### src/hdl/smf_pkg.sv
// Shared constants and types for the shunt result formatter and mode block.
package smf_pkg;

	localparam int unsigned SMF_CLK_NS = 50;
	localparam int unsigned SMF_CYC_W  = 21;
	typedef logic [SMF_CYC_W-1:0] smf_cyc_t;
	typedef logic [15:0][SMF_CYC_W-1:0] smf_cyc_tab_t;

	// Conversion times in microseconds times one hundred.
	localparam int unsigned SMF_T_9B   = 8400;
	localparam int unsigned SMF_T_10B  = 14800;
	localparam int unsigned SMF_T_11B  = 27600;
	localparam int unsigned SMF_T_12B  = 53200;
	localparam int unsigned SMF_T_AV2  = 106000;
	localparam int unsigned SMF_T_AV4  = 213000;
	localparam int unsigned SMF_T_AV8  = 426000;
	localparam int unsigned SMF_T_AV16 = 851000;
	localparam int unsigned SMF_T_AV32 = 1702000;
	localparam int unsigned SMF_T_AV64 = 3405000;
	localparam int unsigned SMF_T_AV128 = 6810000;

	typedef struct packed {
		logic       rst_bit;
		logic       rsvd;
		logic       bus_range;
		logic [1:0] gain_select;
		logic [3:0] bus_conv_setting;
		logic [3:0] shunt_conv_setting;
		logic [2:0] op_select;
	} smf_cfg_t;

	localparam logic [15:0] SMF_CFG_RST    = 16'h399f;
	localparam logic [7:0]  SMF_CFG_PTR    = 8'h00;
	localparam logic [7:0]  SMF_SHUNT_PTR  = 8'h01;

	localparam logic [2:0] SMF_OP_PWRDN  = 3'h0;
	localparam logic [2:0] SMF_OP_OFF    = 3'h4;
	localparam int unsigned SMF_OP_SH_B  = 0;
	localparam int unsigned SMF_OP_BUS_B = 1;
	localparam int unsigned SMF_OP_CONT_B = 2;

	localparam logic [16:0] SMF_FS_UNITY = 17'h00fa0;
	localparam int unsigned SMF_SGN_MAX  = 4;

	typedef enum logic [1:0] {
		SMF_IDLE  = 2'b00,
		SMF_SHUNT = 2'b01,
		SMF_BUS   = 2'b10
	} smf_phase_t;

	function automatic smf_cyc_t smf_cyc(input int unsigned t_cus);
		return smf_cyc_t'((t_cus * 10 + SMF_CLK_NS - 1) / SMF_CLK_NS);
	endfunction

	function automatic smf_cyc_tab_t smf_default_tab();
		smf_cyc_tab_t t;
		for (int i = 0; i < 16; i++)
		begin
			case (i[3:0])
				4'h0, 4'h4:  t[i] = smf_cyc(SMF_T_9B);
				4'h1, 4'h5:  t[i] = smf_cyc(SMF_T_10B);
				4'h2, 4'h6:  t[i] = smf_cyc(SMF_T_11B);
				4'h9:        t[i] = smf_cyc(SMF_T_AV2);
				4'ha:        t[i] = smf_cyc(SMF_T_AV4);
				4'hb:        t[i] = smf_cyc(SMF_T_AV8);
				4'hc:        t[i] = smf_cyc(SMF_T_AV16);
				4'hd:        t[i] = smf_cyc(SMF_T_AV32);
				4'he:        t[i] = smf_cyc(SMF_T_AV64);
				4'hf:        t[i] = smf_cyc(SMF_T_AV128);
				default:     t[i] = smf_cyc(SMF_T_12B);
			endcase
		end
		return t;
	endfunction

	localparam smf_cyc_tab_t SMF_CONV_CYC = smf_default_tab();

	typedef struct packed {
		smf_cfg_t    cfg;
		smf_phase_t  phase;
		smf_cyc_t    cnt;
		logic [15:0] result;
		logic        ready;
	} smf_state_t;

endpackage

### src/hdl/smf_fmt.sv
// Saturating shunt code formatter for the selected gain range.
`timescale 1ns/100ps
`default_nettype none
module smf_fmt
	import smf_pkg::*;
(
	input  wire logic [16:0] sample_i,
	input  wire logic [1:0]  gain_i,
	output logic      [15:0] code_o
);
	logic signed [16:0] fs_pos;
	logic signed [16:0] fs_neg;
	logic signed [16:0] smp;
	logic signed [16:0] sat;

	always_comb
	begin
		fs_pos = $signed(SMF_FS_UNITY << gain_i);
		fs_neg = -fs_pos;
		smp    = $signed(sample_i);
		if (smp > fs_pos)
			sat = fs_pos;
		else if (smp < fs_neg)
			sat = fs_neg;
		else
			sat = smp;
		code_o = sat[15:0];
	end
endmodule
`default_nettype wire

### src/hdl/smf_core.sv
// Operating mode sequencer and shunt result register.
`timescale 1ns/100ps
`default_nettype none
// Functional notes
// - Settings 1101, 1110, 1111 average 32, 64, 128 samples, 17.02/34.05/68.10 ms.
// - A 3-bit mode field in config bits 0 to 2 selects the operation.
// - After reset the mode is continuous shunt and bus conversion.
// - Mode 000 off, 001-011 triggered, 100 disabled, 101-111 continuous.
// - Shunt result is aligned per gain range with all sign bits equal.
// - Negative readings are two's complement, sign extended above magnitude.
// - Divide-by-8 range is 10 uV steps, codes 7D00h and 8300h.
// - Divide-by-4 range is 10 uV steps, positive full scale 3E80h.
// - Divide-by-2 range is 10 uV steps, codes 1F40h and E0C0h.
// - Unity range is 10 uV steps, codes 0FA0h and F060h.
// - One to four sign bits as range narrows from widest to unity.
// - Readings beyond full scale saturate at full scale, never wrap.
// - Gain field codes 00 to 11 select 40 to 320 mV, default 320.
// - Lower settings pick 9 to 12 bits or 2 to 16 sample averages.
// - Writing an active mode clears the conversion ready flag, but a sequence that ends in the same cycle sets it.
module smf_core
	import smf_pkg::*;
#(
	parameter smf_cyc_tab_t CONV_CYC = SMF_CONV_CYC
)
(
	input  wire logic        mclk_i,
	input  wire logic        srst_i,
	input  wire logic        cfg_wr_i,
	input  wire logic [15:0] cfg_wdata_i,
	input  wire logic        bus_rd_i,
	input  wire logic [16:0] shunt_sample_i,
	output logic      [15:0] cfg_o,
	output logic      [15:0] shunt_drop_result_o,
	output logic             conversion_ready_flag_o,
	output logic             shunt_conv_active_o,
	output logic             bus_conv_active_o,
	output logic             shunt_sample_take_o
);
	smf_state_t  st_r;
	smf_state_t  st_nxt;
	smf_cfg_t    wcfg;
	logic [15:0] fmt_code;
	logic        phase_end;
	logic        seq_done;
	logic        mode_active;

	localparam smf_cfg_t RST_CFG = smf_cfg_t'(SMF_CFG_RST);

	smf_fmt u_fmt (
		.sample_i (shunt_sample_i),
		.gain_i   (st_r.cfg.gain_select),
		.code_o   (fmt_code)
	);

	always_comb
	begin
		st_nxt    = st_r;
		wcfg      = cfg_wr_i ? smf_cfg_t'(cfg_wdata_i) : st_r.cfg;
		if (wcfg.rst_bit)
			wcfg = smf_cfg_t'(SMF_CFG_RST);
		wcfg.rst_bit = 1'b0;
		mode_active = wcfg.op_select != SMF_OP_PWRDN &&
			wcfg.op_select != SMF_OP_OFF;
		phase_end = st_r.phase != SMF_IDLE && st_r.cnt == smf_cyc_t'(1);
		seq_done  = 1'b0;
		shunt_sample_take_o = 1'b0;
		if (st_r.phase != SMF_IDLE && !phase_end)
			st_nxt.cnt = st_r.cnt - smf_cyc_t'(1);
		if (phase_end && st_r.phase == SMF_SHUNT)
		begin
			shunt_sample_take_o = 1'b1;
			st_nxt.result = fmt_code;
			if (st_r.cfg.op_select[SMF_OP_BUS_B])
			begin
				st_nxt.phase = SMF_BUS;
				st_nxt.cnt   = CONV_CYC[st_r.cfg.bus_conv_setting];
			end
			else
				seq_done = 1'b1;
		end
		if (phase_end && st_r.phase == SMF_BUS)
			seq_done = 1'b1;
		if (seq_done)
		begin
			if (st_r.cfg.op_select[SMF_OP_CONT_B])
			begin
				st_nxt.phase = st_r.cfg.op_select[SMF_OP_SH_B] ?
					SMF_SHUNT : SMF_BUS;
				st_nxt.cnt = st_r.cfg.op_select[SMF_OP_SH_B] ?
					CONV_CYC[st_r.cfg.shunt_conv_setting] :
					CONV_CYC[st_r.cfg.bus_conv_setting];
			end
			else
				st_nxt.phase = SMF_IDLE;
		end
		if (bus_rd_i)
			st_nxt.ready = 1'b0;
		if (cfg_wr_i)
		begin
			st_nxt.cfg = wcfg;
			if (mode_active)
				st_nxt.ready = 1'b0;
			case (wcfg.op_select)
				3'h1, 3'h3, 3'h5, 3'h7:
				begin
					st_nxt.phase = SMF_SHUNT;
					st_nxt.cnt   = CONV_CYC[wcfg.shunt_conv_setting];
				end
				3'h2, 3'h6:
				begin
					st_nxt.phase = SMF_BUS;
					st_nxt.cnt   = CONV_CYC[wcfg.bus_conv_setting];
				end
				default:
					st_nxt.phase = SMF_IDLE;
			endcase
		end
		if (seq_done)
			st_nxt.ready = 1'b1;
	end

	always_ff @(posedge mclk_i)
	begin
		if (srst_i)
		begin
			st_r.cfg    <= smf_cfg_t'(SMF_CFG_RST);
			st_r.phase  <= SMF_SHUNT;
			st_r.cnt    <= CONV_CYC[RST_CFG.shunt_conv_setting];
			st_r.result <= 16'h0000;
			st_r.ready  <= 1'b0;
		end
		else
			st_r <= st_nxt;
	end

	assign cfg_o                   = st_r.cfg;
	assign shunt_drop_result_o     = st_r.result;
	assign conversion_ready_flag_o = st_r.ready;
	assign shunt_conv_active_o     = st_r.phase == SMF_SHUNT;
	assign bus_conv_active_o       = st_r.phase == SMF_BUS;

	// Checking helpers.
	logic signed [16:0] chk_fs;
	logic [SMF_SGN_MAX-1:0] chk_sgn;
	logic               chk_sgn_ok;
	logic               chk_in_rng;

	always_comb
	begin
		chk_fs     = $signed(SMF_FS_UNITY << st_r.cfg.gain_select);
		chk_sgn    = st_r.result[15 -: SMF_SGN_MAX];
		chk_sgn_ok = 1'b1;
		for (int i = 0; i < SMF_SGN_MAX; i++)
			if (i < SMF_SGN_MAX - int'(st_r.cfg.gain_select) &&
				chk_sgn[SMF_SGN_MAX-1-i] != st_r.result[15])
				chk_sgn_ok = 1'b0;
		chk_in_rng = $signed(shunt_sample_i) <= chk_fs &&
			$signed(shunt_sample_i) >= -chk_fs;
	end
endmodule
`default_nettype wire

### config.mk
export PLATFORM = sky130hd
export DESIGN_NAME = smf_core
export DESIGN_NICKNAME = d
export VERILOG_FILES = /design/src/hdl/smf_pkg.sv /design/src/hdl/smf_fmt.sv /design/src/hdl/smf_core.sv
export SDC_FILE = /design/constraint.sdc
export NUM_CORES = 1
export LEC_CHECK = 0
export BUFFER_PORTS_ARGS = -buffer_cell sky130_fd_sc_hd__clkbuf_2
export CORE_MARGIN = 5
export CORE_UTILIZATION = 55
export DETAILED_ROUTE_END_ITERATION = 12
export MAX_ROUTING_LAYER = met4
export PLACE_DENSITY = 0.82
export RECOVER_POWER = 100
export SYNTH_ARGS = -nofsm -noshare
export SYNTH_HDL_FRONTEND = slang
export SYNTH_SLANG_ARGS = --single-unit
### constraint.sdc
create_clock -name mclk_i -period 3.7 [get_ports mclk_i]
set_input_delay 0.925 -clock mclk_i [delete_from_list [all_inputs] [get_ports mclk_i]]
set_output_delay 0.925 -clock mclk_i [all_outputs]
set_load 0.05 [all_outputs]
Word-level counts from Yosys, hierarchy flattened
Memories as Yosys holds them, arrays and structs flattened. A register that Yosys moved wholly into a read port is not among the register bits.
Cells that the tools add are included.
- register bits after elaboration: 55
- latch bits: 0
- RAM bits: 0
- bits in read-only memories: 1344
- input bits: 37
- output and inout bits: 36
- word-level logic and storage cells: 79
- memories kept: 4
- memory list (memory ; words ; width ; rd ports ; clocked after memory_dff ; wr ports ; RTL line ; RTL):
    (no name shown) ; 16 ; 21 ; 1 ; 0 ; 0 ; smf_core.sv:112 ; st_nxt.cnt = CONV_CYC[wcfg.bus_conv_setting];
    (no name shown) ; 16 ; 21 ; 1 ; 0 ; 0 ; smf_core.sv:107 ; st_nxt.cnt = CONV_CYC[wcfg.shunt_conv_setting];
    (no name shown) ; 16 ; 21 ; 1 ; 1 ; 0 ; smf_core.sv:91 ; CONV_CYC[st_r.cfg.bus_conv_setting];
    (no name shown) ; 16 ; 21 ; 1 ; 1 ; 0 ; smf_core.sv:90 ; CONV_CYC[st_r.cfg.shunt_conv_setting] :
- add/subtract/negate cells: 2
- multipliers: 0
- divide/modulo/power cells: 0
- order comparisons: 6
- eq/ne operators: 10
- shift operators: 1
- muxes and demuxes: 31
- bitwise operators: 0
- reduce and logical (&&, ||, !) cells: 15
- operator list (operator ; number):
    $mux 21 ; 7
    $mux 23 ; 3
    $mux 16 ; 3
    $pmux 21 s2 ; 1
    $mux 39 ; 1
    $eq 21x1->1 const B ; 1
    $sub 21x1->21 const B ; 1
    $lt 4x5->1 const B ; 4
    $gt 17x17->1 ; 1
    $lt 17x17->1 ; 1
    $neg 17->17 ; 1
    $shl 12x2->17 const A ; 1
    $mux 4 ; 4
    $mux 15 ; 1
    $eq 3x3->1 const B ; 3
    $reduce_bool 3->1 ; 3
    $mux 1 ; 8
    $eq 3x2->1 const B ; 2
    $logic_and 1x1->1 ; 5
    $mux 2 ; 2
    $pmux 2 s2 ; 1
    $reduce_and 2->1 ; 2
    $reduce_bool 2->1 ; 2
    $reduce_or 4->1 ; 1
    other kinds (6) ; 6

Logic depth before layout (Yosys ltp)
- depth in word-level cells: 11
- gate-level depth with buffers: 12
- depth with buffers taken out: 11

Hierarchy
From an unflattened synthesis, not the netlist that was laid out.
- cell total of the unflattened synthesis: 757
- area total of the unflattened synthesis: 6030.8 sq um
- modules (own cells, without submodules) (module ; instances ; cells an instance ; area an instance (sq um) ; seq. area each (sq um)):
    smf_core ; 1 ; 655 ; 5185.0 ; 1821.7
    smf_fmt ; 1 ; 102 ; 845.8 ; 0.0

Worst setup path after synthesis
Ideal clock, no wire load.
- path kind: register to output
- start: register st_r[36] (netlist bit)
- end: output port shunt_sample_take_o
- arrival time: 2.177 ns
- required time: 2.775 ns
- setup slack: 0.598 ns
- cell stages (with the launch flop): 6
- buffers on the path: 1
- cell sequence: dfxtp_1 > or4_2 > nor4_4 > nand3_1 > inv_1 > buf_2
- word-level cells in the longest chain between the ends: 4
- RTL lines (item ; RTL line ; RTL):
    from (decl) ; smf_core.sv:39 ; smf_state_t st_r;
    from (signal assigned) ; smf_core.sv:133 ; st_r <= st_nxt;
    $eq 21x1->1 ; smf_core.sv:64 ; phase_end = st_r.phase != SMF_IDLE && st_r.cnt == smf_cyc_t'(1);
    $logic_and 1x1->1 ; smf_core.sv:64 ;
    $logic_and 1x1->1 ; smf_core.sv:69 ; if (phase_end && st_r.phase == SMF_SHUNT)
    $mux 1 ; smf_core.sv:69 ;
    to (decl) ; smf_core.sv:37 ; output logic shunt_sample_take_o
Every way passes these cells.

Final worst setup path
- start: register st_r[23] (netlist bit)
- end: output port shunt_sample_take_o
The elaborated chain is that of the path after synthesis.

==> metrics <==
post-synthesis sequential area ratio=30.56%; GRT overflow=0; Detailed Routing Iterations Pass 1=5; Max-Cap Viols=0; DR WL/cell=~21 um; dpl ws=466.2 ps; Mapped Cells=741; hold buffer count at cts=0; Synth Area per Inst=just over 8 um2; Worst-path clk slew=~100 ps; Req. time, crit path=roughly 2800 ps; static leakage=~2.5 nW; initial antenna violation count=0; setup repair bufs after CTS=0; DRT Wirelength=approximately 19000 um; CP delay by family, top=simple AND/OR/NAND/NOR gates; dpl hpwl=around 15000 um; CTS Buf Count=9; Root Buffer=clkbuf_8; final net count=between 800 and 900; top cell type's share of synthesized area=30.56%; Setup WS post-layout=251.0 ps; Worst Path Arrival=2520 ps; Layout Utilization=58.67%; R2R cell count=9; remaining routing DRC violations=0; syn nets=around 820; PD cells=approximately 340 mW/mm2; cell area after synthesis=between 0.005 and 0.006 mm2; crit path to=shunt_sample_take_o; CTS tree=done; die height=between 100 and 150 um; global-route wire length before repair=30730 um; Worst setup SP type=flip-flop; # setup viols final=0; Worst Path Max Fanout=14; Peak Freq=between 200 and 300 MHz; FILL cells=approximately 1000; drt first-iter violations=655; Vias=a little under 6000; worst slew pin tran=~1100 ps; Post-synth EDFFs=0; setup repair after global routing missed its margin=false; initial core utilization=a little under three fifths; clock tree sinks=between 90 and 100; vias in the first global route=around 5700; GRT Total Usage=a little under a third; remaining antenna violation count=0; Setup crit start=st_r[23]$_SDFF_PP0_; VDD IR max=0.1904 mV; die extent in x=114.1 um; clk_lat worst skew=380 ps; top_reg_cell synth=dfxtp_1; largest area contributor in the netlist=dfxtp_1; Yosys cell types=a little under 80; CTS max path bufs=2; critical path's slowest cell=or4_1; worst relative slew slack=between 20% and 30%; CP Class=reg -> out; largest net degree at the start of global routing=21; Die ar.=about 0.013 mm2; setup slack, reg-to-reg=~360 ps; Buf/Inv on CP=3; DR vias/cell=~6.4; ant diodes=0; most frequent cell after synthesis=nand2_1; Reg-to-Reg End=shunt_drop_result_o[14]$_SDFFE_PP0N_; Crit. End Element=output port; synthesized flop and latch total=roughly 90; hold slack=approximately 450 ps; final worst-path cycle share=93.22%; Final Hold Viols=0; outcome=completed; I/O Buffers=about 70; Async S/R FF share, synth=0%; Synth area leaders=dfxtp_1, ha_1, nand2_1, a21oi_1, nor2_1; Final min period=roughly 3400 ps; Rows=38; Yosys warnings=0; worst-path cell chain=or4_1 -> nor4_4 -> nand3_1 -> inv_1 -> buf_4 -> clkbuf_2; global placement routability congestion=between 1 and 1.5; area grow syn2layout=5.750%; Final Max Slew Viols=0; H-tree Lvls=3; Worst Skew=approximately 11 ps; commonest cells in the netlist=nand2_1, dfxtp_1, nor2_1; setup TNS after final layout=0 ps; Core Area=approximately 0.011 mm2; fraction of layout cells with a size suffix above 1=between 10% and 20%; max incr delay on CP=approximately 700 ps; Hold WC Path Type=reg -> reg; CTS resizes=0; CP Depth=6; I/O Pins=73; Reg-to-Reg Start=cfg_o[12]$_SDFFE_PP1P_
[power breakdown]
part | internal, mW | switching [mW]
Combinational | 0.143 | 0.284
Clock | 0.262 | 0.413
Sequential | 1.01 | 0.0370
[worst min path at each step]
stage                               end  slack, ps  depth (start not counted)
floorplan           st_r[28]$_SDFF_PP1_        420                          2
global placement    st_r[28]$_SDFF_PP1_        440                          2
detailed placement  st_r[28]$_SDFF_PP1_        440                          2
CTS                 st_r[28]$_SDFF_PP1_        450                          2
global route        st_r[28]$_SDFF_PP1_        470                          2
finish              st_r[28]$_SDFF_PP1_        450                          2
[metal layers]
layer / global-route usage, % / routed length, um / part of all wire [%] / vias up
met1: 38.33 / 7790 / 40 / 2764
met5: - / 0 / 0 / -
met2: 48.48 / 8904 / 46 / 367
met4: 15.99 / 1034 / 5.4 / 0
li1: - / - / - / 2722
met3: 5.021 / 1594 / 8.2 / 62
[area by class of cell]
class                      instances  area, um2  share of cell area [%]
inverter                          29      108.9                   1.727
sequential                        91       1822                   28.89
multi-input combinational        552       3576                   56.72
clock buffer                       9      123.9                   1.965
tap                              140      175.2                   2.778
clock inverter                     7      67.56                   1.072
timing repair buffer              92      431.7                   6.847
[metrics by stage]
stage / power (mW) / instances / cell area, um2
after detailed placement: 1.491 / 904 / 6201
after CTS: 2.150 / 920 / 6392
after global routing: 2.241 / 920 / 6305
after global placement: 1.487 / 904 / 6201
final: 2.150 / 920 / 6305
after floorplan: 1.360 / 741 / 5962
[worst register-to-register path: cells and delay by family, from the launching register on]
kind | cells | cell delay, ps
compound gates | 4 | 1320
fa+ha+maj | 2 | 670
buf+inv | 2 | 560
flops | 1 | 550
simple gates | 1 | 150
[layout by cell type (no fill, tap or decap), types with 10 or more instances in the layout]
master,count
o31ai_1,10
o22ai_1,16
nor2_1,66
a21oi_1,52
o21ai_0,34
nand3_1,17
ha_1,45
nor3_1,11
clkbuf_1,45
nand4_1,11
clkbuf_2,36
buf_4,11
nand2_1,92
o211ai_1,10
a211oi_1,13
inv_1,28
dfxtp_1,91
[cell families after synthesis]
logic type	synth area share, %
buffers and inverters	9.360
other	0.06290
DFF	30.56
and+or+nand+nor	22.41
muxes	2.267
adders and majority gates	9.444
AOI/OAI and AO/OA	23.84
xor gates and xnor gates	2.057
(Power assumes the default switching activity.)
